===== src/pkg/ctp_pkg.sv =====
// Constants of the cascadable timer pair: register map, fields, resets.
// Assumes one 20 MHz system clock and a 32-bit AXI4-Lite master.
// How it works
// - Cascade bit joins both timers into 32 bits
// - Lower word low half, upper word high half
// - Upper control ignored while cascaded, except its stop-in-idle bit
// - Cascade uses lower clock, upper interrupt flag
// - Period pair forms 32-bit match value
// - Count pair readable at any time
// - On bit starts and stops the counting
// - Stop-in-idle halts the timer during idle
// - Gate accumulates internal time, ignored when external
// - Prescale codes divide by 1, 8, 64, 256
// - Lower source bit picks pin edges or clock
// - Upper source bit picks pin edges or clock
// - Cascade idle run needs upper stop-in-idle clear
// - Single timers count synchronously, never asynchronously
// - Cascade also counts external edges in 32 bits
// - Counts feed capture/compare; cascade triggers converter
// - Unimplemented control bits read zero, ignore writes
package ctp_pkg;
	localparam int          AW           = 6;
	localparam logic [5:0]  OFF_LO_CTL   = 6'h00;
	localparam logic [5:0]  OFF_HI_CTL   = 6'h04;
	localparam logic [5:0]  OFF_LO_CNT   = 6'h08;
	localparam logic [5:0]  OFF_HI_CNT   = 6'h0C;
	localparam logic [5:0]  OFF_LO_PER   = 6'h10;
	localparam logic [5:0]  OFF_HI_PER   = 6'h14;
	localparam logic [5:0]  OFF_STAT     = 6'h18;
	localparam logic [5:0]  OFF_MASK     = 6'h1C;
	localparam int          B_ON         = 15;
	localparam int          B_SIDL       = 13;
	localparam int          B_GATE       = 6;
	localparam int          B_PS         = 4;
	localparam int          B_CASC       = 3;
	localparam int          B_CSRC       = 1;
	localparam int          IRQ_LO       = 0;
	localparam int          IRQ_HI       = 1;
	localparam logic [15:0] LO_CTL_WMASK = 16'hA07A;
	localparam logic [15:0] HI_CTL_WMASK = 16'hA072;
	localparam logic [15:0] CTL_RST      = 16'h0000;
	localparam logic [15:0] CNT_RST      = 16'h0000;
	localparam logic [15:0] PER_RST      = 16'hFFFF;
	localparam logic [1:0]  PS_1         = 2'h0;
	localparam logic [1:0]  PS_8         = 2'h1;
	localparam logic [1:0]  PS_64        = 2'h2;
	localparam int          PS_W         = 8;
	localparam logic [7:0]  DIV1_M1      = 8'h00;
	localparam logic [7:0]  DIV8_M1      = 8'h07;
	localparam logic [7:0]  DIV64_M1     = 8'h3F;
	localparam logic [7:0]  DIV256_M1    = 8'hFF;
	localparam logic [1:0]  RESP_OKAY    = 2'h0;
	localparam logic [1:0]  RESP_SLVERR  = 2'h2;
endpackage


===== src/pkg/ctp_reg_if.sv =====
// Register access carrier between the bus slave and the timer registers.
// Assumes one clock; read data is combinational from the read address.
interface ctp_reg_if;
	logic        wr_en;
	logic [5:0]  wr_addr;
	logic [31:0] wr_data;
	logic [3:0]  wr_strb;
	logic        wr_err;
	logic [5:0]  rd_addr;
	logic [31:0] rd_data;
	logic        rd_err;
	modport bus  (output wr_en, wr_addr, wr_data, wr_strb, rd_addr,
	              input wr_err, rd_data, rd_err);
	modport regs (input wr_en, wr_addr, wr_data, wr_strb, rd_addr,
	              output wr_err, rd_data, rd_err);
endinterface


===== src/core/ctp_axil_slave.sv =====
// AXI4-Lite slave turning bus transfers into single-cycle register strobes.
// Assumes one write and one read outstanding at most.
module ctp_axil_slave (
	input  wire logic                   sys_clk_i,
	input  wire logic                   reset_i,
	input  wire logic                   awvalid_i,
	output logic                        awready_o,
	input  wire logic [ctp_pkg::AW-1:0] awaddr_i,
	input  wire logic                   wvalid_i,
	output logic                        wready_o,
	input  wire logic [31:0]            wdata_i,
	input  wire logic [3:0]             wstrb_i,
	output logic                        bvalid_o,
	input  wire logic                   bready_i,
	output logic [1:0]                  bresp_o,
	input  wire logic                   arvalid_i,
	output logic                        arready_o,
	input  wire logic [ctp_pkg::AW-1:0] araddr_i,
	output logic                        rvalid_o,
	input  wire logic                   rready_i,
	output logic [31:0]                 rdata_o,
	output logic [1:0]                  rresp_o,
	ctp_reg_if.bus                      rif
);
	import ctp_pkg::*;
	logic          aw_got;
	logic          w_got;
	logic [AW-1:0] aw_addr;
	logic [31:0]   w_data;
	logic [3:0]    w_strb;
	logic          do_wr;

	assign do_wr       = aw_got & w_got & ~bvalid_o;
	assign rif.wr_en   = do_wr;
	assign rif.wr_addr = aw_addr;
	assign rif.wr_data = w_data;
	assign rif.wr_strb = w_strb;
	assign rif.rd_addr = araddr_i;

	always_ff @(posedge sys_clk_i or posedge reset_i) begin
		if (reset_i) begin
			awready_o <= 1'b1;
			aw_got <= 1'b0;
			aw_addr <= '0;
		end else if (awvalid_i && awready_o) begin
			awready_o <= 1'b0;
			aw_got <= 1'b1;
			aw_addr <= awaddr_i;
		end else if (do_wr) begin
			aw_got <= 1'b0;
		end else if (bvalid_o && bready_i) begin
			awready_o <= 1'b1;
		end
	end

	always_ff @(posedge sys_clk_i or posedge reset_i) begin
		if (reset_i) begin
			wready_o <= 1'b1;
			w_got <= 1'b0;
			w_data <= '0;
			w_strb <= '0;
		end else if (wvalid_i && wready_o) begin
			wready_o <= 1'b0;
			w_got <= 1'b1;
			w_data <= wdata_i;
			w_strb <= wstrb_i;
		end else if (do_wr) begin
			w_got <= 1'b0;
		end else if (bvalid_o && bready_i) begin
			wready_o <= 1'b1;
		end
	end

	always_ff @(posedge sys_clk_i or posedge reset_i) begin
		if (reset_i) begin
			bvalid_o <= 1'b0;
			bresp_o <= RESP_OKAY;
		end else if (do_wr) begin
			bvalid_o <= 1'b1;
			bresp_o <= rif.wr_err ? RESP_SLVERR : RESP_OKAY;
		end else if (bready_i) begin
			bvalid_o <= 1'b0;
		end
	end

	always_ff @(posedge sys_clk_i or posedge reset_i) begin
		if (reset_i) begin
			arready_o <= 1'b1;
			rvalid_o <= 1'b0;
			rdata_o <= '0;
			rresp_o <= RESP_OKAY;
		end else if (arvalid_i && arready_o) begin
			arready_o <= 1'b0;
			rvalid_o <= 1'b1;
			rdata_o <= rif.rd_data;
			rresp_o <= rif.rd_err ? RESP_SLVERR : RESP_OKAY;
		end else if (rvalid_o && rready_i) begin
			rvalid_o <= 1'b0;
			arready_o <= 1'b1;
		end
	end
endmodule // ctp_axil_slave


===== src/core/ctp_count_src.sv =====
// Count source of one timer: pin synchronisers, gate, prescaler, tick.
// Assumes pins are asynchronous to sys_clk_i and slower than half its rate.
module ctp_count_src (
	input  wire logic       sys_clk_i,
	input  wire logic       reset_i,
	input  wire logic       ext_clk_pin_i,
	input  wire logic       gate_pin_i,
	input  wire logic       run_i,
	input  wire logic       clk_sel_i,
	input  wire logic       gate_en_i,
	input  wire logic [1:0] prescale_i,
	output logic            tick_o
);
	import ctp_pkg::*;
	logic            ext_s1, ext_s2, ext_d;
	logic            gate_s1, gate_s2;
	logic [PS_W-1:0] pcnt;
	logic [PS_W-1:0] div_m1;
	logic            in_event;
	logic            ps_done;

	always_ff @(posedge sys_clk_i or posedge reset_i) begin
		if (reset_i) begin
			{ext_s1, ext_s2, ext_d, gate_s1, gate_s2} <= 5'h00;
		end else begin
			{ext_s1, ext_s2, ext_d} <= {ext_clk_pin_i, ext_s1, ext_s2};
			{gate_s1, gate_s2} <= {gate_pin_i, gate_s1};
		end
	end

	always_comb begin
		case (prescale_i)
			PS_1:    div_m1 = DIV1_M1;
			PS_8:    div_m1 = DIV8_M1;
			PS_64:   div_m1 = DIV64_M1;
			default: div_m1 = DIV256_M1;
		endcase
	end

	// Pin edges are only counted after synchronising: no asynchronous mode
	assign in_event = clk_sel_i ? (ext_s2 & ~ext_d) : (~gate_en_i | gate_s2);
	assign ps_done  = pcnt >= div_m1;

	always_ff @(posedge sys_clk_i or posedge reset_i) begin
		if (reset_i) begin
			pcnt <= '0;
			tick_o <= 1'b0;
		end else begin
			tick_o <= run_i & in_event & ps_done;
			if (!run_i) begin
				pcnt <= '0;
			end else if (in_event) begin
				pcnt <= ps_done ? '0 : pcnt + 1'b1;
			end
		end
	end
endmodule // ctp_count_src


===== src/core/ctp_timer_pair.sv =====
// Top of the cascadable timer pair: registers, counters, interrupt.
// Assumes an AXI4-Lite master on sys_clk_i and an idle level from power logic.
//
// The register offsets and the AXI4-Lite register port were left to the implementer.
module ctp_timer_pair (
	input  wire logic                   sys_clk_i,
	input  wire logic                   reset_i,
	input  wire logic                   s_axi_awvalid_i,
	output logic                        s_axi_awready_o,
	input  wire logic [ctp_pkg::AW-1:0] s_axi_awaddr_i,
	input  wire logic                   s_axi_wvalid_i,
	output logic                        s_axi_wready_o,
	input  wire logic [31:0]            s_axi_wdata_i,
	input  wire logic [3:0]             s_axi_wstrb_i,
	output logic                        s_axi_bvalid_o,
	input  wire logic                   s_axi_bready_i,
	output logic [1:0]                  s_axi_bresp_o,
	input  wire logic                   s_axi_arvalid_i,
	output logic                        s_axi_arready_o,
	input  wire logic [ctp_pkg::AW-1:0] s_axi_araddr_i,
	output logic                        s_axi_rvalid_o,
	input  wire logic                   s_axi_rready_i,
	output logic [31:0]                 s_axi_rdata_o,
	output logic [1:0]                  s_axi_rresp_o,
	input  wire logic                   lower_ext_clock_pin_i,
	input  wire logic                   upper_ext_clock_pin_i,
	input  wire logic                   lower_gate_pin_i,
	input  wire logic                   upper_gate_pin_i,
	input  wire logic                   idle_i,
	output logic                        irq_o,
	output logic                        adc_trigger_o,
	output logic [15:0]                 lower_count_o,
	output logic [15:0]                 upper_count_o
);
	import ctp_pkg::*;

	// ==========================================================
	// Declarations
	logic [15:0] lower_timer_control;
	logic [15:0] upper_timer_control;
	logic [15:0] lower_count;
	logic [15:0] upper_count;
	logic [15:0] lower_period;
	logic [15:0] upper_period;
	logic [1:0]  irq_status;
	logic [1:0]  irq_mask;
	logic        cascade_select;
	logic        lo_run;
	logic        hi_run;
	logic        tick_lo;
	logic        tick_hi;
	logic [31:0] count32;
	logic [31:0] period32;
	logic        casc_match;
	logic        lo_match;
	logic        hi_match;
	logic        casc_wrap;
	logic        lo_wrap;
	logic        hi_wrap;
	logic [1:0]  next_set;
	logic [1:0]  next_clr;
	logic [15:0] wr_word;
	logic        wr_lo_ctl, wr_hi_ctl;
	logic        wr_lo_cnt, wr_hi_cnt;
	logic        wr_lo_per, wr_hi_per;
	logic        wr_stat, wr_mask;

	ctp_reg_if rif ();

	// ==========================================================
	// Bus slave
	ctp_axil_slave u_slave (
		.sys_clk_i (sys_clk_i),
		.reset_i   (reset_i),
		.awvalid_i (s_axi_awvalid_i),
		.awready_o (s_axi_awready_o),
		.awaddr_i  (s_axi_awaddr_i),
		.wvalid_i  (s_axi_wvalid_i),
		.wready_o  (s_axi_wready_o),
		.wdata_i   (s_axi_wdata_i),
		.wstrb_i   (s_axi_wstrb_i),
		.bvalid_o  (s_axi_bvalid_o),
		.bready_i  (s_axi_bready_i),
		.bresp_o   (s_axi_bresp_o),
		.arvalid_i (s_axi_arvalid_i),
		.arready_o (s_axi_arready_o),
		.araddr_i  (s_axi_araddr_i),
		.rvalid_o  (s_axi_rvalid_o),
		.rready_i  (s_axi_rready_i),
		.rdata_o   (s_axi_rdata_o),
		.rresp_o   (s_axi_rresp_o),
		.rif       (rif)
	);

	// ==========================================================
	// Write decode
	// Only byte lanes 0 and 1 exist; upper lanes are dropped
	assign wr_word   = {rif.wr_strb[1] ? rif.wr_data[15:8] : 8'h00,
	                    rif.wr_strb[0] ? rif.wr_data[7:0] : 8'h00};
	assign wr_lo_ctl = rif.wr_en && rif.wr_addr == OFF_LO_CTL;
	assign wr_hi_ctl = rif.wr_en && rif.wr_addr == OFF_HI_CTL;
	assign wr_lo_cnt = rif.wr_en && rif.wr_addr == OFF_LO_CNT;
	assign wr_hi_cnt = rif.wr_en && rif.wr_addr == OFF_HI_CNT;
	assign wr_lo_per = rif.wr_en && rif.wr_addr == OFF_LO_PER;
	assign wr_hi_per = rif.wr_en && rif.wr_addr == OFF_HI_PER;
	assign wr_stat   = rif.wr_en && rif.wr_addr == OFF_STAT;
	assign wr_mask   = rif.wr_en && rif.wr_addr == OFF_MASK;

	always_comb begin
		case (rif.wr_addr)
			OFF_LO_CTL, OFF_HI_CTL, OFF_LO_CNT, OFF_HI_CNT,
			OFF_LO_PER, OFF_HI_PER, OFF_STAT, OFF_MASK: rif.wr_err = 1'b0;
			default: rif.wr_err = 1'b1;
		endcase
	end

	// Helper keeping unwritten byte lanes of a register
	function automatic logic [15:0] lane_merge(input logic [15:0] old,
	                                           input logic [15:0] nw,
	                                           input logic [3:0]  strb);
		lane_merge = {strb[1] ? nw[15:8] : old[15:8], strb[0] ? nw[7:0] : old[7:0]};
	endfunction

	// ==========================================================
	// Control and period registers
	always_ff @(posedge sys_clk_i or posedge reset_i) begin
		if (reset_i) begin
			lower_timer_control <= CTL_RST;
		end else if (wr_lo_ctl) begin
			lower_timer_control <= lane_merge(lower_timer_control, wr_word,
			                                  rif.wr_strb) & LO_CTL_WMASK;
		end
	end

	always_ff @(posedge sys_clk_i or posedge reset_i) begin
		if (reset_i) begin
			upper_timer_control <= CTL_RST;
		end else if (wr_hi_ctl) begin
			upper_timer_control <= lane_merge(upper_timer_control, wr_word,
			                                  rif.wr_strb) & HI_CTL_WMASK;
		end
	end

	always_ff @(posedge sys_clk_i or posedge reset_i) begin
		if (reset_i) begin
			lower_period <= PER_RST;
			upper_period <= PER_RST;
		end else begin
			if (wr_lo_per) begin
				lower_period <= lane_merge(lower_period, wr_word, rif.wr_strb);
			end
			if (wr_hi_per) begin
				upper_period <= lane_merge(upper_period, wr_word, rif.wr_strb);
			end
		end
	end

	// ==========================================================
	// Run control
	assign cascade_select = lower_timer_control[B_CASC];
	// Cascaded pair halts in idle if either stop-in-idle bit is set
	assign lo_run = lower_timer_control[B_ON] & ~(idle_i & (lower_timer_control[B_SIDL] |
	                (cascade_select & upper_timer_control[B_SIDL])));
	assign hi_run = upper_timer_control[B_ON] & ~cascade_select &
	                ~(idle_i & upper_timer_control[B_SIDL]);

	// Lower source serves the cascaded pair too
	ctp_count_src u_src_lo (
		.sys_clk_i     (sys_clk_i),
		.reset_i       (reset_i),
		.ext_clk_pin_i (lower_ext_clock_pin_i),
		.gate_pin_i    (lower_gate_pin_i),
		.run_i         (lo_run),
		.clk_sel_i     (lower_timer_control[B_CSRC]),
		.gate_en_i     (lower_timer_control[B_GATE]),
		.prescale_i    (lower_timer_control[B_PS+:2]),
		.tick_o        (tick_lo)
	);

	// Internal rate is the system clock, which is the instruction clock
	ctp_count_src u_src_hi (
		.sys_clk_i     (sys_clk_i),
		.reset_i       (reset_i),
		.ext_clk_pin_i (upper_ext_clock_pin_i),
		.gate_pin_i    (upper_gate_pin_i),
		.run_i         (hi_run),
		.clk_sel_i     (upper_timer_control[B_CSRC]),
		.gate_en_i     (upper_timer_control[B_GATE]),
		.prescale_i    (upper_timer_control[B_PS+:2]),
		.tick_o        (tick_hi)
	);

	// ==========================================================
	// Counters
	assign count32    = {upper_count, lower_count};
	assign period32   = {upper_period, lower_period};
	assign casc_match = count32 == period32;
	assign lo_match   = lower_count == lower_period;
	assign hi_match   = upper_count == upper_period;
	assign casc_wrap  = cascade_select & tick_lo & casc_match;
	assign lo_wrap    = ~cascade_select & tick_lo & lo_match;
	assign hi_wrap    = ~cascade_select & tick_hi & hi_match;

	// A software write to a count wins over a tick in the same cycle
	always_ff @(posedge sys_clk_i or posedge reset_i) begin
		if (reset_i) begin
			lower_count <= CNT_RST;
		end else if (wr_lo_cnt) begin
			lower_count <= lane_merge(lower_count, wr_word, rif.wr_strb);
		end else if (casc_wrap || lo_wrap) begin
			lower_count <= CNT_RST;
		end else if (tick_lo) begin
			lower_count <= lower_count + 16'h0001;
		end
	end

	always_ff @(posedge sys_clk_i or posedge reset_i) begin
		if (reset_i) begin
			upper_count <= CNT_RST;
		end else if (wr_hi_cnt) begin
			upper_count <= lane_merge(upper_count, wr_word, rif.wr_strb);
		end else if (casc_wrap || hi_wrap) begin
			upper_count <= CNT_RST;
		end else if (cascade_select) begin
			if (tick_lo && lower_count == 16'hFFFF) begin
				upper_count <= upper_count + 16'h0001;
			end
		end else if (tick_hi) begin
			upper_count <= upper_count + 16'h0001;
		end
	end

	// ==========================================================
	// Interrupt status and mask
	assign next_set = {casc_wrap | hi_wrap, lo_wrap};
	assign next_clr = wr_stat ? wr_word[1:0] : 2'h0;

	// Set wins over a clear arriving in the same cycle
	always_ff @(posedge sys_clk_i or posedge reset_i) begin
		if (reset_i) begin
			irq_status <= 2'h0;
		end else begin
			irq_status <= (irq_status & ~next_clr) | next_set;
		end
	end

	always_ff @(posedge sys_clk_i or posedge reset_i) begin
		if (reset_i) begin
			irq_mask <= 2'h0;
		end else if (wr_mask) begin
			irq_mask <= wr_word[1:0];
		end
	end

	always_ff @(posedge sys_clk_i or posedge reset_i) begin
		if (reset_i) begin
			irq_o <= 1'b0;
			adc_trigger_o <= 1'b0;
		end else begin
			irq_o <= |(irq_status & irq_mask);
			adc_trigger_o <= casc_wrap;
		end
	end

	assign lower_count_o = lower_count;
	assign upper_count_o = upper_count;

	// ==========================================================
	// Read mux
	always_comb begin
		rif.rd_data = 32'h0000_0000;
		rif.rd_err = 1'b0;
		case (rif.rd_addr)
			OFF_LO_CTL: rif.rd_data[15:0] = lower_timer_control;
			OFF_HI_CTL: rif.rd_data[15:0] = upper_timer_control;
			OFF_LO_CNT: rif.rd_data[15:0] = lower_count;
			OFF_HI_CNT: rif.rd_data[15:0] = upper_count;
			OFF_LO_PER: rif.rd_data[15:0] = lower_period;
			OFF_HI_PER: rif.rd_data[15:0] = upper_period;
			OFF_STAT:   rif.rd_data[1:0] = irq_status;
			OFF_MASK:   rif.rd_data[1:0] = irq_mask;
			default:    rif.rd_err = 1'b1;
		endcase
	end
endmodule // ctp_timer_pair


===== config.mk =====
export PLATFORM = sky130hd
export DESIGN_NAME = ctp_timer_pair
export DESIGN_NICKNAME = d
export VERILOG_FILES = /design/src/pkg/ctp_pkg.sv /design/src/pkg/ctp_reg_if.sv /design/src/core/ctp_axil_slave.sv /design/src/core/ctp_count_src.sv /design/src/core/ctp_timer_pair.sv
export SDC_FILE = /design/constraint.sdc
export NUM_CORES = 1
export LEC_CHECK = 0
export BUFFER_PORTS_ARGS = -buffer_cell sky130_fd_sc_hd__buf_2
export CAP_MARGIN = 20
export CORE_UTILIZATION = 53
export CTS_BUF_LIST = sky130_fd_sc_hd__clkbuf_2
export DETAILED_ROUTE_END_ITERATION = 12
export PLACE_DENSITY = 0.76
export SKIP_CTS_REPAIR_TIMING = 1
export SLEW_MARGIN = 10
export SYNTH_ARGS = -nofsm -noshare
export SYNTH_HDL_FRONTEND = slang
export SYNTH_SLANG_ARGS = --single-unit

===== constraint.sdc =====
create_clock -name sys_clk_i -period 5.3 [get_ports sys_clk_i]
set_input_delay 1.325 -clock sys_clk_i [delete_from_list [all_inputs] [get_ports sys_clk_i]]
set_output_delay 1.325 -clock sys_clk_i [all_outputs]
set_load 0.02 [all_outputs]

==> summary.txt, run 1 <==
Die
  – Die ar.: around 17000 um2
  – Die Y-Extent: roughly 130 um
  – Effective utilization at floorplan: a little over half
  – Die width: around 130 um
  – Area inside the core boundary: around 16000 um2
  – Boundary Pins: approximately 140
  – Floorplan row count: 46

Yosys
  – Portion of the post-synthesis area used by sequential elements: 46.6%
  – Dominant register cell in the synthesized netlist: sky130_fd_sc_hd__dfrtp_1
  – Netlist Area Pre-Place: 8690 um2
  – Count of warnings emitted by yosys: 0
  – Cells after synthesis: ~830
  – Number of synthesized flops with an enable pin: 0
  – Avg Inst Size Synth: 10.5 um2
  – Fraction of registers with async set or reset after synthesis: 100%
  – Number of distinct library cells after synthesis: 72
  – Post-synthesis sequential element count: 160

Setup path
  – Reg-to-reg setup timing slack: about 1.8 ns
  – Endpoint required time on the critical path: about 6 ns
  – Timing startpoint of the critical path: lower_count_o[1]
  – Critical path's top delay family: simple AND/OR/NAND/NOR gates
  – Sequence of cells on the critical path: ha_1 > nand2_1 > nor4_1 > nand4_1 > o2bb2ai_1 > o21ai_1 > o21ai_0 > a22o_1
  – Critical Path Sink: upper_count_o[4]
  – CP peak stage delay: between 0.8 and 0.9 ns
  – Kind of critical path: reg2reg
  – Type of destination of the critical path: flop
  – Destination of the worst register-to-register timing path: upper_count_o[4]
  – Buffers and inverters on the worst path: 0
  – Critical register-to-register path startpoint: lower_count_o[1]
  – Depth of the worst register-to-register path: 8
  – Category of the worst setup path launch point: flop
  – Crit path arrival time: 4.14 ns
  – Worst-path maximum fanout: 14
  – Slowest library cell on the worst path: sky130_fd_sc_hd__nor4_1
  – Depth of the critical timing path with buffers and inverters included: 8

Layout
  – Sequential cell area: a little over 4000 um2
  – Number of diodes added for antenna fixing: 0
  – Multi-input logic area: between 4000 and 5000 um2
  – Final standard cell area without fillers: between 9000 and 10000 um2
  – Area Overhead vs Synth: 9.17%
  – Number of nets in the finished design: slightly below 1000
  – Number of inserted filler cells in the final layout: ~1400
  – Fraction of final layout cells with drive strength greater than 1: between 20% and 30%

CTS
  – CTS Sinks: 160
  – Clock latency on the worst-skew pair: roughly 0.72 ns
  – Clock buffer count from CTS: 17
  – Bufs on Longest Clock Path: 2
  – Clock tree from TritonCTS: yes
  – Clock tree root buffer cell: sky130_fd_sc_hd__clkbuf_2
  – Register clock-pin slew on the reported worst setup and hold paths: ~0.23 ns
  – H-tree depth: 4

Global routing
  – Overall overflow remaining after global route: 0
  – Largest net degree at the start of global routing: roughly 160
  – GR met1 Demand/Resource: 39.8%
  – First-pass GRT wire length: ~34000 um
  – Met3 GRT Util: a little over 7%
  – Antenna violations before repair: 0
  – Most utilized layer in the global route result: met1
  – All-Layer GR Usage: between 20% and 30%
  – Vias in the first global route: 6307
  – GR met2 Demand/Resource: approximately two fifths

Worst hold path
  – Classification of the worst-slack hold path: reg2reg
  – Cell count of the worst hold path: 0

Timing
  – Share of the cycle needed by the critical path after routing: between 60 and 70%
  – Slew Viols, Final: 0
  – Total negative setup slack: 0 ns
  – Final Hold Violating Endpoints: 0
  – Final worst path period need: about 3.5 ns
  – Setup repair after global routing missed its margin: false
  – Worst max-slew margin expressed relative to the limit: between 30 and 40%
  – Highest achievable clock rate: about 290 MHz
  – Setup Viol. Count Final: 0
  – Pin slew with the least headroom to its limit: ~1.0 ns
  – Final setup skew: between 0.015 and 0.02 ns

Power and ir drop
  – Reported leakage power: between 4 and 5 nW
  – Switching power as a share of total power: a little under two fifths
  – Proportion of power drawn by combinational gates: about a quarter
  – Worst IR Drop VDD: 0.286 mV
  – Flop pwr share: between 50% and 60%
  – Clk network pwr share: between 20 and 25%
  – Cell internal pwr: roughly 0.0022 W
  – Cell area power density: 367 nW/um2
  – Net load switching power: roughly 0.0013 W

Routing
  – Average routed wire per standard cell: 19.0 um
  – Average vias per placed instance: 6.14
  – Vias after detailed routing: 6979
  – Total detailed-routing wirelength: 21600 um
  – Initial DRT Pass Iterations: 5
  – Iteration-0 DRC Markers: ~620
  – Final ANT Viol Nets: 0
  – Number of design rule violations left after detail routing: 0

Place
  – Total of buffers placed on input and output ports: 98
  – HPWL Detailed: roughly 15000 um
  – RD Place Congestion: ~0.9
  – Area of placed instances: 9210 um2

Outcome
  – Run status: finished, final reports clean

Run
  – Max-cap violations: 0
-- Yosys cell counts (25+ instances only) --
| master | instances | area share [%] |
|---|---|---|
| sky130_fd_sc_hd__a21oi_1 | 32 | 1.8 |
| sky130_fd_sc_hd__a22o_1 | 33 | 3.3 |
| sky130_fd_sc_hd__xnor2_1 | 25 | 2.5 |
| sky130_fd_sc_hd__nand2_1 | 82 | 3.5 |
| sky130_fd_sc_hd__mux2_2 | 72 | 9.3 |
| sky130_fd_sc_hd__clkbuf_1 | 28 | 1.2 |
| sky130_fd_sc_hd__dfrtp_1 | 125 | 36 |
| sky130_fd_sc_hd__nor2_1 | 27 | 1.2 |
| sky130_fd_sc_hd__dfstp_2 | 35 | 11 |
| sky130_fd_sc_hd__o21ai_0 | 29 | 1.7 |
-- area by class of cell --
class	instances	share of cell area (%)
flip-flops and latches	160	42.7
repair buffers	100	5.46
well taps	216	2.85
inverters	23	0.950
clock buffers	19	1.00
multi-input cells	605	45.1
clock inverters	13	1.94
-- cells by family (layout without fill, tap and decap cells) --
logic type	Yosys count	in the layout	synth area share [%]
and+or+nand+nor	234	234	13.8
adders and majority gates	10	10	1.44
xor gates and xnor gates	32	32	3.31
buffers and inverters	80	155	4.95
AOI/OAI and AO/OA	214	214	17.3
muxes	97	97	12.6
other	1	18	0.0432
DFF	160	160	46.6
-- sequential cells by signal, summed over array words and instances (netlist names), 6 cells and up --
signal,cells
lower_timer_control,7
lower_count_o,16
u_slave.rdata_o,16
u_src_hi.pcnt,8
lower_period,16
upper_period,16
upper_count_o,16
upper_timer_control,6
u_slave.rif.wr_addr,6
u_slave.rif.wr_data,16
u_src_lo.pcnt,8
-- power groups by stage --
stage          logic (W)  registers (W)  clock network (W)
6_report        0.000890        0.00183           0.000762
5_1_grt         0.000987        0.00186           0.000819
4_1_cts         0.000888        0.00181           0.000778
3_5_place_dp    0.000884        0.00184                  0
3_3_place_gp    0.000858        0.00183                  0
2_1_floorplan   0.000674        0.00172                  0
-- per-stage QoR --
step | util [%] | hold slack (ns) | setup slack, ns | instances | power, W
floorplan | - | 0.331 | 1.97 | 845 | 0.00239
global placement | 57.8 | 0.339 | 1.89 | 1104 | 0.00269
detailed placement | 57.8 | 0.338 | 1.91 | 1104 | 0.00272
CTS | 59.5 | 0.375 | 2.00 | 1136 | 0.00348
global route | 59.5 | 0.394 | 1.73 | 1136 | 0.00367
finish | 59.5 | 0.359 | 1.81 | 1136 | 0.00348
-- worst min path at each step --
stage	startpoint	endpoint	slack, ns
global placement	u_src_lo.gate_s1	u_src_lo.gate_s2	0.34
global route	u_src_hi.ext_s1	u_src_hi.ext_s2	0.39
CTS	u_src_hi.ext_s1	u_src_hi.ext_s2	0.37
detailed placement	u_src_lo.gate_s1	u_src_lo.gate_s2	0.34
floorplan	u_src_hi.ext_s1	u_src_hi.ext_s2	0.33
finish	u_src_hi.ext_s1	u_src_hi.ext_s2	0.36
-- layout by cell type (no fill, tap or decap), drive strengths merged, types with 5 or more instances in the layout --
cell	count
a21o	6
a21oi	32
a22o	33
a31oi	11
a32o	6
a32oi	5
and2	10
and3	19
buf	100
clkbuf	19
conb	18
dfrtp	125
dfstp	35
ha	10
inv	25
mux2	72
mux2i	22
nand2	82
nand2b	12
nand3	22
nand4	14
nor2	27
nor2b	7
nor3	12
nor4	8
o211ai	6
o21ai	50
o22ai	11
o2bb2ai	9
o31ai	9
o41ai	10
xnor2	25
xor2	7
-- metal layers --
metal	routed length [um]	part of all wire [%]	up-vias
met2	9340	43	345
met5	0	0	-
met3	1960	9.1	31
li1	-	-	3208
met4	431	2.0	0
met1	9860	46	3395
(Power assumes the default switching activity.)
==> inputs of run 2 (changes only) <==
Settings changed: CORE_UTILIZATION 53 to 55.
Clock period 5.3 ns to 3.35 ns, I/O delays scaled along.
==> run 2 against run 1 <==
Die area shrank 3.6%. Combinational power grew 65%. Clock power grew 46%. Fmax grew 19%. First-iteration DRC count grew 25%. Worst setup slack lost 1.4 ns. Final area grew 1.4%. Clock skew grew 0.022 ns. Global-route usage grew 1.8 points. Register-to-register slack lost 1.4 ns. Critical path depth is the same. Largest power group unchanged. Highest routed layer unchanged.
==> summary.txt, run 2 (synthesized netlist as in run 1, its figures left out) <==
Outcome
  – Run status: finished, final reports clean (unchanged)

Timing
  – Share of the cycle needed by the critical path after routing: 87.1% (was 65.8%)
  – Setup Viol. Count Final: 0 (unchanged)
  – Highest achievable clock rate: 343 MHz (was 287 MHz)
  – Setup repair after global routing missed its margin: false (unchanged)
  – Final setup skew: 0.0418 ns (was 0.0199 ns)
  – Final worst path period need: 2.92 ns (was 3.49 ns)
  – Pin slew with the least headroom to its limit: 0.882 ns (was 1.00 ns)
  – Worst max-slew margin expressed relative to the limit: 41.2% (was 32.5%)
  – Final Hold Violating Endpoints: 0 (unchanged)
  – Worst hold slack: 0.164 ns (was 0.359 ns)
  – Total negative setup slack: 0 ns (unchanged)
  – Slew Viols, Final: 0 (unchanged)

Layout
  – Most common library cell in the layout ignoring fill and taps: sky130_fd_sc_hd__dfrtp_1 (unchanged)
  – Area Overhead vs Synth: 10.7% (was 9.17%)
  – Fraction of final layout cells with drive strength greater than 1: 29.8% (was 28.2%)
  – Number of inserted filler cells in the final layout: 1349 (was 1375)
  – Highest-count cells in the layout ignoring fill and taps: sky130_fd_sc_hd__dfrtp_1, sky130_fd_sc_hd__buf_2, sky130_fd_sc_hd__nand2_1 (unchanged)
  – Number of nets in the finished design: 999 (was 977)
  – Non-Filler Instances: 1154 (was 1136)

Routing
  – Final ANT Viol Nets: 0 (unchanged)
  – Iteration-0 DRC Markers: 774 (was 617)
  – Vias after detailed routing: 7110 (was 6979)
  – Average vias per placed instance: 6.16 (was 6.14)
  – Initial DRT Pass Iterations: 7 (was 5)
  – Average routed wire per standard cell: 19.5 um (was 19.0 um)
  – Number of design rule violations left after detail routing: 0 (unchanged)
  – Total detailed-routing wirelength: 22500 um (was 21600 um)

Die
  – Floorplan row count: 45 (was 46)
  – Boundary Pins: 135 (unchanged)
  – Die Y-Extent: 128 um (was 130 um)
  – Effective utilization at floorplan: 56.7% (was 54.5%)
  – Die width: 128 um (was 130 um)
  – Die ar.: 16300 um2 (was 16900 um2)
  – Area inside the core boundary: 15300 um2 (was 15900 um2)

Place
  – RD Place Congestion: 0.911 (was 0.913)
  – HPWL Detailed: 16300 um (was 15400 um)
  – Total of buffers placed on input and output ports: 98 (unchanged)
  – Cell total after placement: 1121 (was 1104)

CTS
  – H-tree depth: 4 (unchanged)
  – Clock buffer count from CTS: 17 (unchanged)
  – Bufs on Longest Clock Path: 2 (unchanged)
  – Register clock-pin slew on the reported worst setup and hold paths: 0.21 ns (was 0.23 ns)
  – Clock tree from TritonCTS: yes (unchanged)
  – Clock tree root buffer cell: sky130_fd_sc_hd__clkbuf_2 (unchanged)
  – Clock latency on the worst-skew pair: 0.78 ns (was 0.72 ns)
  – CTS Sinks: 160 (unchanged)

Setup path
  – Critical path's top delay family: simple AND/OR/NAND/NOR gates (unchanged)
  – Category of the worst setup path launch point: flop (unchanged)
  – CP peak stage delay: 0.61 ns (was 0.88 ns)
  – Endpoint required time on the critical path: 4.02 ns (was 5.95 ns)
  – Worst-path maximum fanout: 30 (was 14)
  – Type of destination of the critical path: flop (unchanged)
  – Slowest library cell on the worst path: sky130_fd_sc_hd__dfstp_2 (was sky130_fd_sc_hd__nor4_1)
  – Sequence of cells on the critical path: xor2_2 > or4_1 > or4_4 > or2_4 > o21ai_4 > buf_4 > o21ai_1 > a221o_1 (was ha_1 > nand2_1 > nor4_1 > nand4_1 > o2bb2ai_1 > o21ai_1 > o21ai_0 > a22o_1)
  – Buffers and inverters on the worst path: 1 (was 0)
  – Kind of critical path: reg2reg (unchanged)
  – Crit path arrival time: 3.59 ns (was 4.14 ns)

Run
  – Max-cap violations: 0 (unchanged)

Power and ir drop
  – Worst IR Drop VDD: 0.419 mV (was 0.286 mV)
  – Reported leakage power: 4.36 nW (was 4.25 nW)
  – Cell area power density: 569 nW/um2 (was 367 nW/um2)

Global routing
  – Largest net degree at the start of global routing: 161 (unchanged)
  – Overall overflow remaining after global route: 0 (unchanged)
  – All-Layer GR Usage: 28.7% (was 26.9%)
  – First-pass GRT wire length: 35100 um (was 34100 um)
  – Antenna violations before repair: 1 (was 0)
  – Vias in the first global route: 6497 (was 6307)

Worst hold path
  – Classification of the worst-slack hold path: in2reg (was reg2reg)
-- run 2: cell count changes in the layout (fill, tap and decap cells not counted), moves of 2 or more --
| cell | previous run | this run |
|---|---|---|
| sky130_fd_sc_hd__clkbuf_2 | 19 | 21 |
| sky130_fd_sc_hd__clkinv_4 | 1 | 3 |
| sky130_fd_sc_hd__inv_6 | 3 | 0 |
| sky130_fd_sc_hd__buf_4 | 1 | 23 |
-- run 2: routing by layer --
metal	share of wire, %	track usage [%]
met5	0	0
met4	2.0	10.0
met3	8.8	4.88
met2	44	41.7
met1	45	43.5
-- run 2: final cells by class --
cell class / count / area [um2] / share of cell area, %
diodes: 1 / 2.50 / 0.0260
well taps: 211 / 264 / 2.75
inverters: 23 / 90.1 / 0.937
flip-flops and latches: 160 / 4050 / 42.1
multi-input cells: 605 / 4280 / 44.5
repair buffers: 122 / 683 / 7.10
clock inverters: 11 / 143 / 1.48
clock buffers: 21 / 105 / 1.09
-- run 2: power by group --
| group | total (W) | internal [W] | switching, W | leakage [nW] |
|---|---|---|---|---|
| Clock | 0.00111 | 0.000426 | 0.000680 | 0.155 |
| Combinational | 0.00147 | 0.000693 | 0.000777 | 2.19 |
| Sequential | 0.00289 | 0.00231 | 0.000584 | 2.02 |
| Total | 0.00547 | 0.00343 | 0.00204 | 4.36 |
-- run 2: per-stage QoR --
stage | setup WS, ns | util [%] | instance area (um2) | total power (W)
after floorplan | 0.512 | - | 8760 | 0.00378
after global placement | 0.451 | 61.2 | 9370 | 0.00431
after detailed placement | 0.411 | 61.2 | 9370 | 0.00436
after CTS | 0.437 | 62.8 | 9610 | 0.00546
after global routing | 0.305 | 62.8 | 9620 | 0.00574
final | 0.432 | 62.8 | 9620 | 0.00547
-- run 2: path summary, 6_finish.rpt --
kind | start | endpoint | slack [ns] | cells past startpoint
hold / removal | upper_gate_pin_i | u_src_hi.gate_s1 | 0.16 | 1
hold reg to reg | u_src_hi.ext_s1 | u_src_hi.ext_s2 | 0.38 | 0
max in group asynchronous | reset_i | u_slave.rdata_o[7] | 2.43 | 3
setup reg to reg | lower_period[10] | lower_count_o[3] | 0.43 | 8
min in group asynchronous | reset_i | u_src_lo.pcnt[6] | 0.24 | 3
setup / recovery | lower_period[10] | lower_count_o[3] | 0.43 | 8
==> inputs of run 3 (changes only) <==
Settings changed: CORE_UTILIZATION 55 to 50, PLACE_DENSITY 0.76 to 0.7.
==> run 3 against run 2 <==
Clock skew is 0.014 ns lower. Fmax is 2.3% higher. Sequential power hardly changed. Critical endpoint is now upper_count_o[4]. Routed wire length is 2.3% higher.
==> summary.txt, run 3 (synthesized netlist as in run 1, its figures left out) <==
Outcome
  – Run status: finished, final reports clean (unchanged)

CTS
  – Clock buffer count from CTS: 17 (unchanged)
  – Clock latency on the worst-skew pair: 0.75 ns (was 0.78 ns)
  – Register clock-pin slew on the reported worst setup and hold paths: 0.22 ns (was 0.21 ns)
  – Clock tree root buffer cell: sky130_fd_sc_hd__clkbuf_2 (unchanged)
  – H-tree depth: 4 (unchanged)
  – CTS Sinks: 160 (unchanged)
  – Bufs on Longest Clock Path: 2 (unchanged)
  – Clock tree from TritonCTS: yes (unchanged)

Routing
  – Average routed wire per standard cell: 19.8 um (was 19.5 um)
  – Total detailed-routing wirelength: 23100 um (was 22500 um)
  – Initial DRT Pass Iterations: 7 (unchanged)
  – Number of design rule violations left after detail routing: 0 (unchanged)
  – Average vias per placed instance: 6.08 (was 6.16)
  – Vias after detailed routing: 7077 (was 7110)
  – Iteration-0 DRC Markers: 732 (was 774)
  – Final ANT Viol Nets: 0 (unchanged)

Power and ir drop
  – Flop pwr share: 52.8% (was 52.9%)
  – Worst IR Drop VDD: 0.450 mV (was 0.419 mV)
  – Proportion of power drawn by combinational gates: 27.1% (was 26.9%)
  – Net load switching power: 0.00204 W (about the same)
  – Cell internal pwr: 0.00343 W (about the same)
  – Reported leakage power: 4.37 nW (was 4.36 nW)
  – Total power draw: 0.00547 W (about the same)
  – Switching power as a share of total power: 37.3% (about the same)
  – Clk network pwr share: 20.1% (was 20.2%)
  – Cell area power density: 567 nW/um2 (was 569 nW/um2)

Place
  – Worst Setup Slack post-DPL: 0.553 ns (was 0.411 ns)
  – Total of buffers placed on input and output ports: 98 (unchanged)
  – HPWL Detailed: 16700 um (was 16300 um)
  – Cell total after placement: 1130 (was 1121)
  – RD Place Congestion: 0.930 (was 0.911)

Setup path
  – Endpoint required time on the critical path: 4.00 ns (was 4.02 ns)
  – Kind of critical path: reg2reg (unchanged)
  – Slowest library cell on the worst path: sky130_fd_sc_hd__dfstp_2 (unchanged)
  – Crit path arrival time: 3.50 ns (was 3.59 ns)
  – Sequence of cells on the critical path: xor2_2 > or4_1 > or4_4 > o21ai_2 > a21o_1 > o21ai_0 > a22o_1 (was xor2_2 > or4_1 > or4_4 > or2_4 > o21ai_4 > buf_4 > o21ai_1 > a221o_1)
  – CP peak stage delay: 0.61 ns (about the same)
  – Worst-path maximum fanout: 11 (was 30)
  – Category of the worst setup path launch point: flop (unchanged)
  – Type of destination of the critical path: flop (unchanged)

Die
  – Die ar.: 17900 um2 (was 16300 um2)
  – Boundary Pins: 135 (unchanged)
  – Effective utilization at floorplan: 51.8% (was 56.7%)
  – Die Y-Extent: 134 um (was 128 um)
  – Die width: 134 um (was 128 um)
  – Floorplan row count: 47 (was 45)
  – Area inside the core boundary: 16800 um2 (was 15300 um2)

Timing
  – Pin slew with the least headroom to its limit: 0.840 ns (was 0.882 ns)
  – Final worst slack: 0.499 ns (was 0.432 ns)
  – Setup repair after global routing missed its margin: false (unchanged)
  – Final Hold Violating Endpoints: 0 (unchanged)
  – Total negative setup slack: 0 ns (unchanged)
  – Setup Viol. Count Final: 0 (unchanged)
  – Share of the cycle needed by the critical path after routing: 85.1% (was 87.1%)
  – Final setup skew: 0.0274 ns (was 0.0418 ns)
  – Final worst path period need: 2.85 ns (was 2.92 ns)
  – Highest achievable clock rate: 351 MHz (was 343 MHz)
  – Slew Viols, Final: 0 (unchanged)
  – Worst max-slew margin expressed relative to the limit: 43.9% (was 41.2%)

Global routing
  – All-Layer GR Usage: 26.9% (was 28.7%)
  – Largest net degree at the start of global routing: 88 (was 161)
  – Vias in the first global route: 6579 (was 6497)
  – Overall overflow remaining after global route: 0 (unchanged)
  – First-pass GRT wire length: 36700 um (was 35100 um)
  – Antenna violations before repair: 1 (unchanged)

Layout
  – Most common library cell in the layout ignoring fill and taps: sky130_fd_sc_hd__dfrtp_1 (unchanged)
  – Fraction of final layout cells with drive strength greater than 1: 29.6% (was 29.8%)
  – Highest-count cells in the layout ignoring fill and taps: sky130_fd_sc_hd__dfrtp_1, sky130_fd_sc_hd__buf_2, sky130_fd_sc_hd__nand2_1 (unchanged)
  – Non-Filler Instances: 1164 (was 1154)
  – Final core utilization: 57.6% (was 62.8%)
  – Sequential cell area: 4050 um2 (unchanged)
  – Multi-input logic area: 4280 um2 (unchanged)
  – Area Overhead vs Synth: 11.1% (was 10.7%)
  – Number of nets in the finished design: 1000 (was 999)
  – Number of inserted filler cells in the final layout: 1472 (was 1349)

Worst hold path
  – Classification of the worst-slack hold path: in2reg (unchanged)

Run
  – Max-cap violations: 0 (unchanged)
## run 3: changes by cell type in the layout (fill, tap and decap cells not counted)
cell | previous run | this run
sky130_fd_sc_hd__buf_12 | 1 | 3
sky130_fd_sc_hd__buf_4 | 23 | 21
sky130_fd_sc_hd__clkbuf_2 | 21 | 20
sky130_fd_sc_hd__clkinv_1 | 1 | 3
sky130_fd_sc_hd__clkinvlp_4 | 2 | 1
sky130_fd_sc_hd__dlygate4sd3_1 | 0 | 1
## run 3: power by group through the flow
| stage | clock network (W) | registers (W) | logic [W] |
|---|---|---|---|
| floorplan | 0 | 0.00272 | 0.00107 |
| global placement | 0 | 0.00290 | 0.00143 |
| detailed placement | 0 | 0.00291 | 0.00147 |
| CTS | 0.00112 | 0.00287 | 0.00148 |
| global route | 0.00121 | 0.00294 | 0.00164 |
| finish | 0.00110 | 0.00289 | 0.00148 |
## run 3: final timing paths
check	from	to	slack, ns	depth (start not counted)
max in group asynchronous	reset_i	lower_period[3]	2.06	4
min reg2reg	u_src_hi.gate_s1	u_src_hi.gate_s2	0.38	0
min	lower_ext_clock_pin_i	u_src_lo.ext_s1	0.18	1
min in group asynchronous	reset_i	u_slave.rif.wr_addr[2]	0.55	3
max reg2reg	lower_period[10]	upper_count_o[4]	0.50	7
max	lower_period[10]	upper_count_o[4]	0.50	7
## run 3: metrics by stage
step / instance area [um2] / hold WS [ns]
2_1_floorplan: 8760 / 0.331
3_3_place_gp: 9400 / 0.339
3_5_place_dp: 9400 / 0.337
4_1_cts: 9650 / -0.0437
5_1_grt: 9660 / 0.0995
6_report: 9660 / 0.177
## run 3: layout make-up
type	count	area share (%)
multi-input cells	605	44.3
flip-flops and latches	160	41.9
repair buffers	123	7.44
well taps	220	2.85
clock inverters	12	1.48
clock buffers	20	1.04
inverters	23	0.933
diodes	1	0.0259
## run 3: critical path, delay by kind of cell, from the launching register on
kind             cells  cell delay, ns
AO/OA/AOI/OAI        4            1.03
XOR/XNOR             1            0.09
flip-flops           1            0.61
AND/OR/NAND/NOR      2            1.05
## run 3: routing by layer
layer  vias up  track usage [%]  part of all wire [%]
li1       3241                -                     -
met2       333             39.6                    44
met1      3466             40.4                    47
met4         0             8.96                   1.9
met5         -                0                     0
met3        37             4.46                   7.5
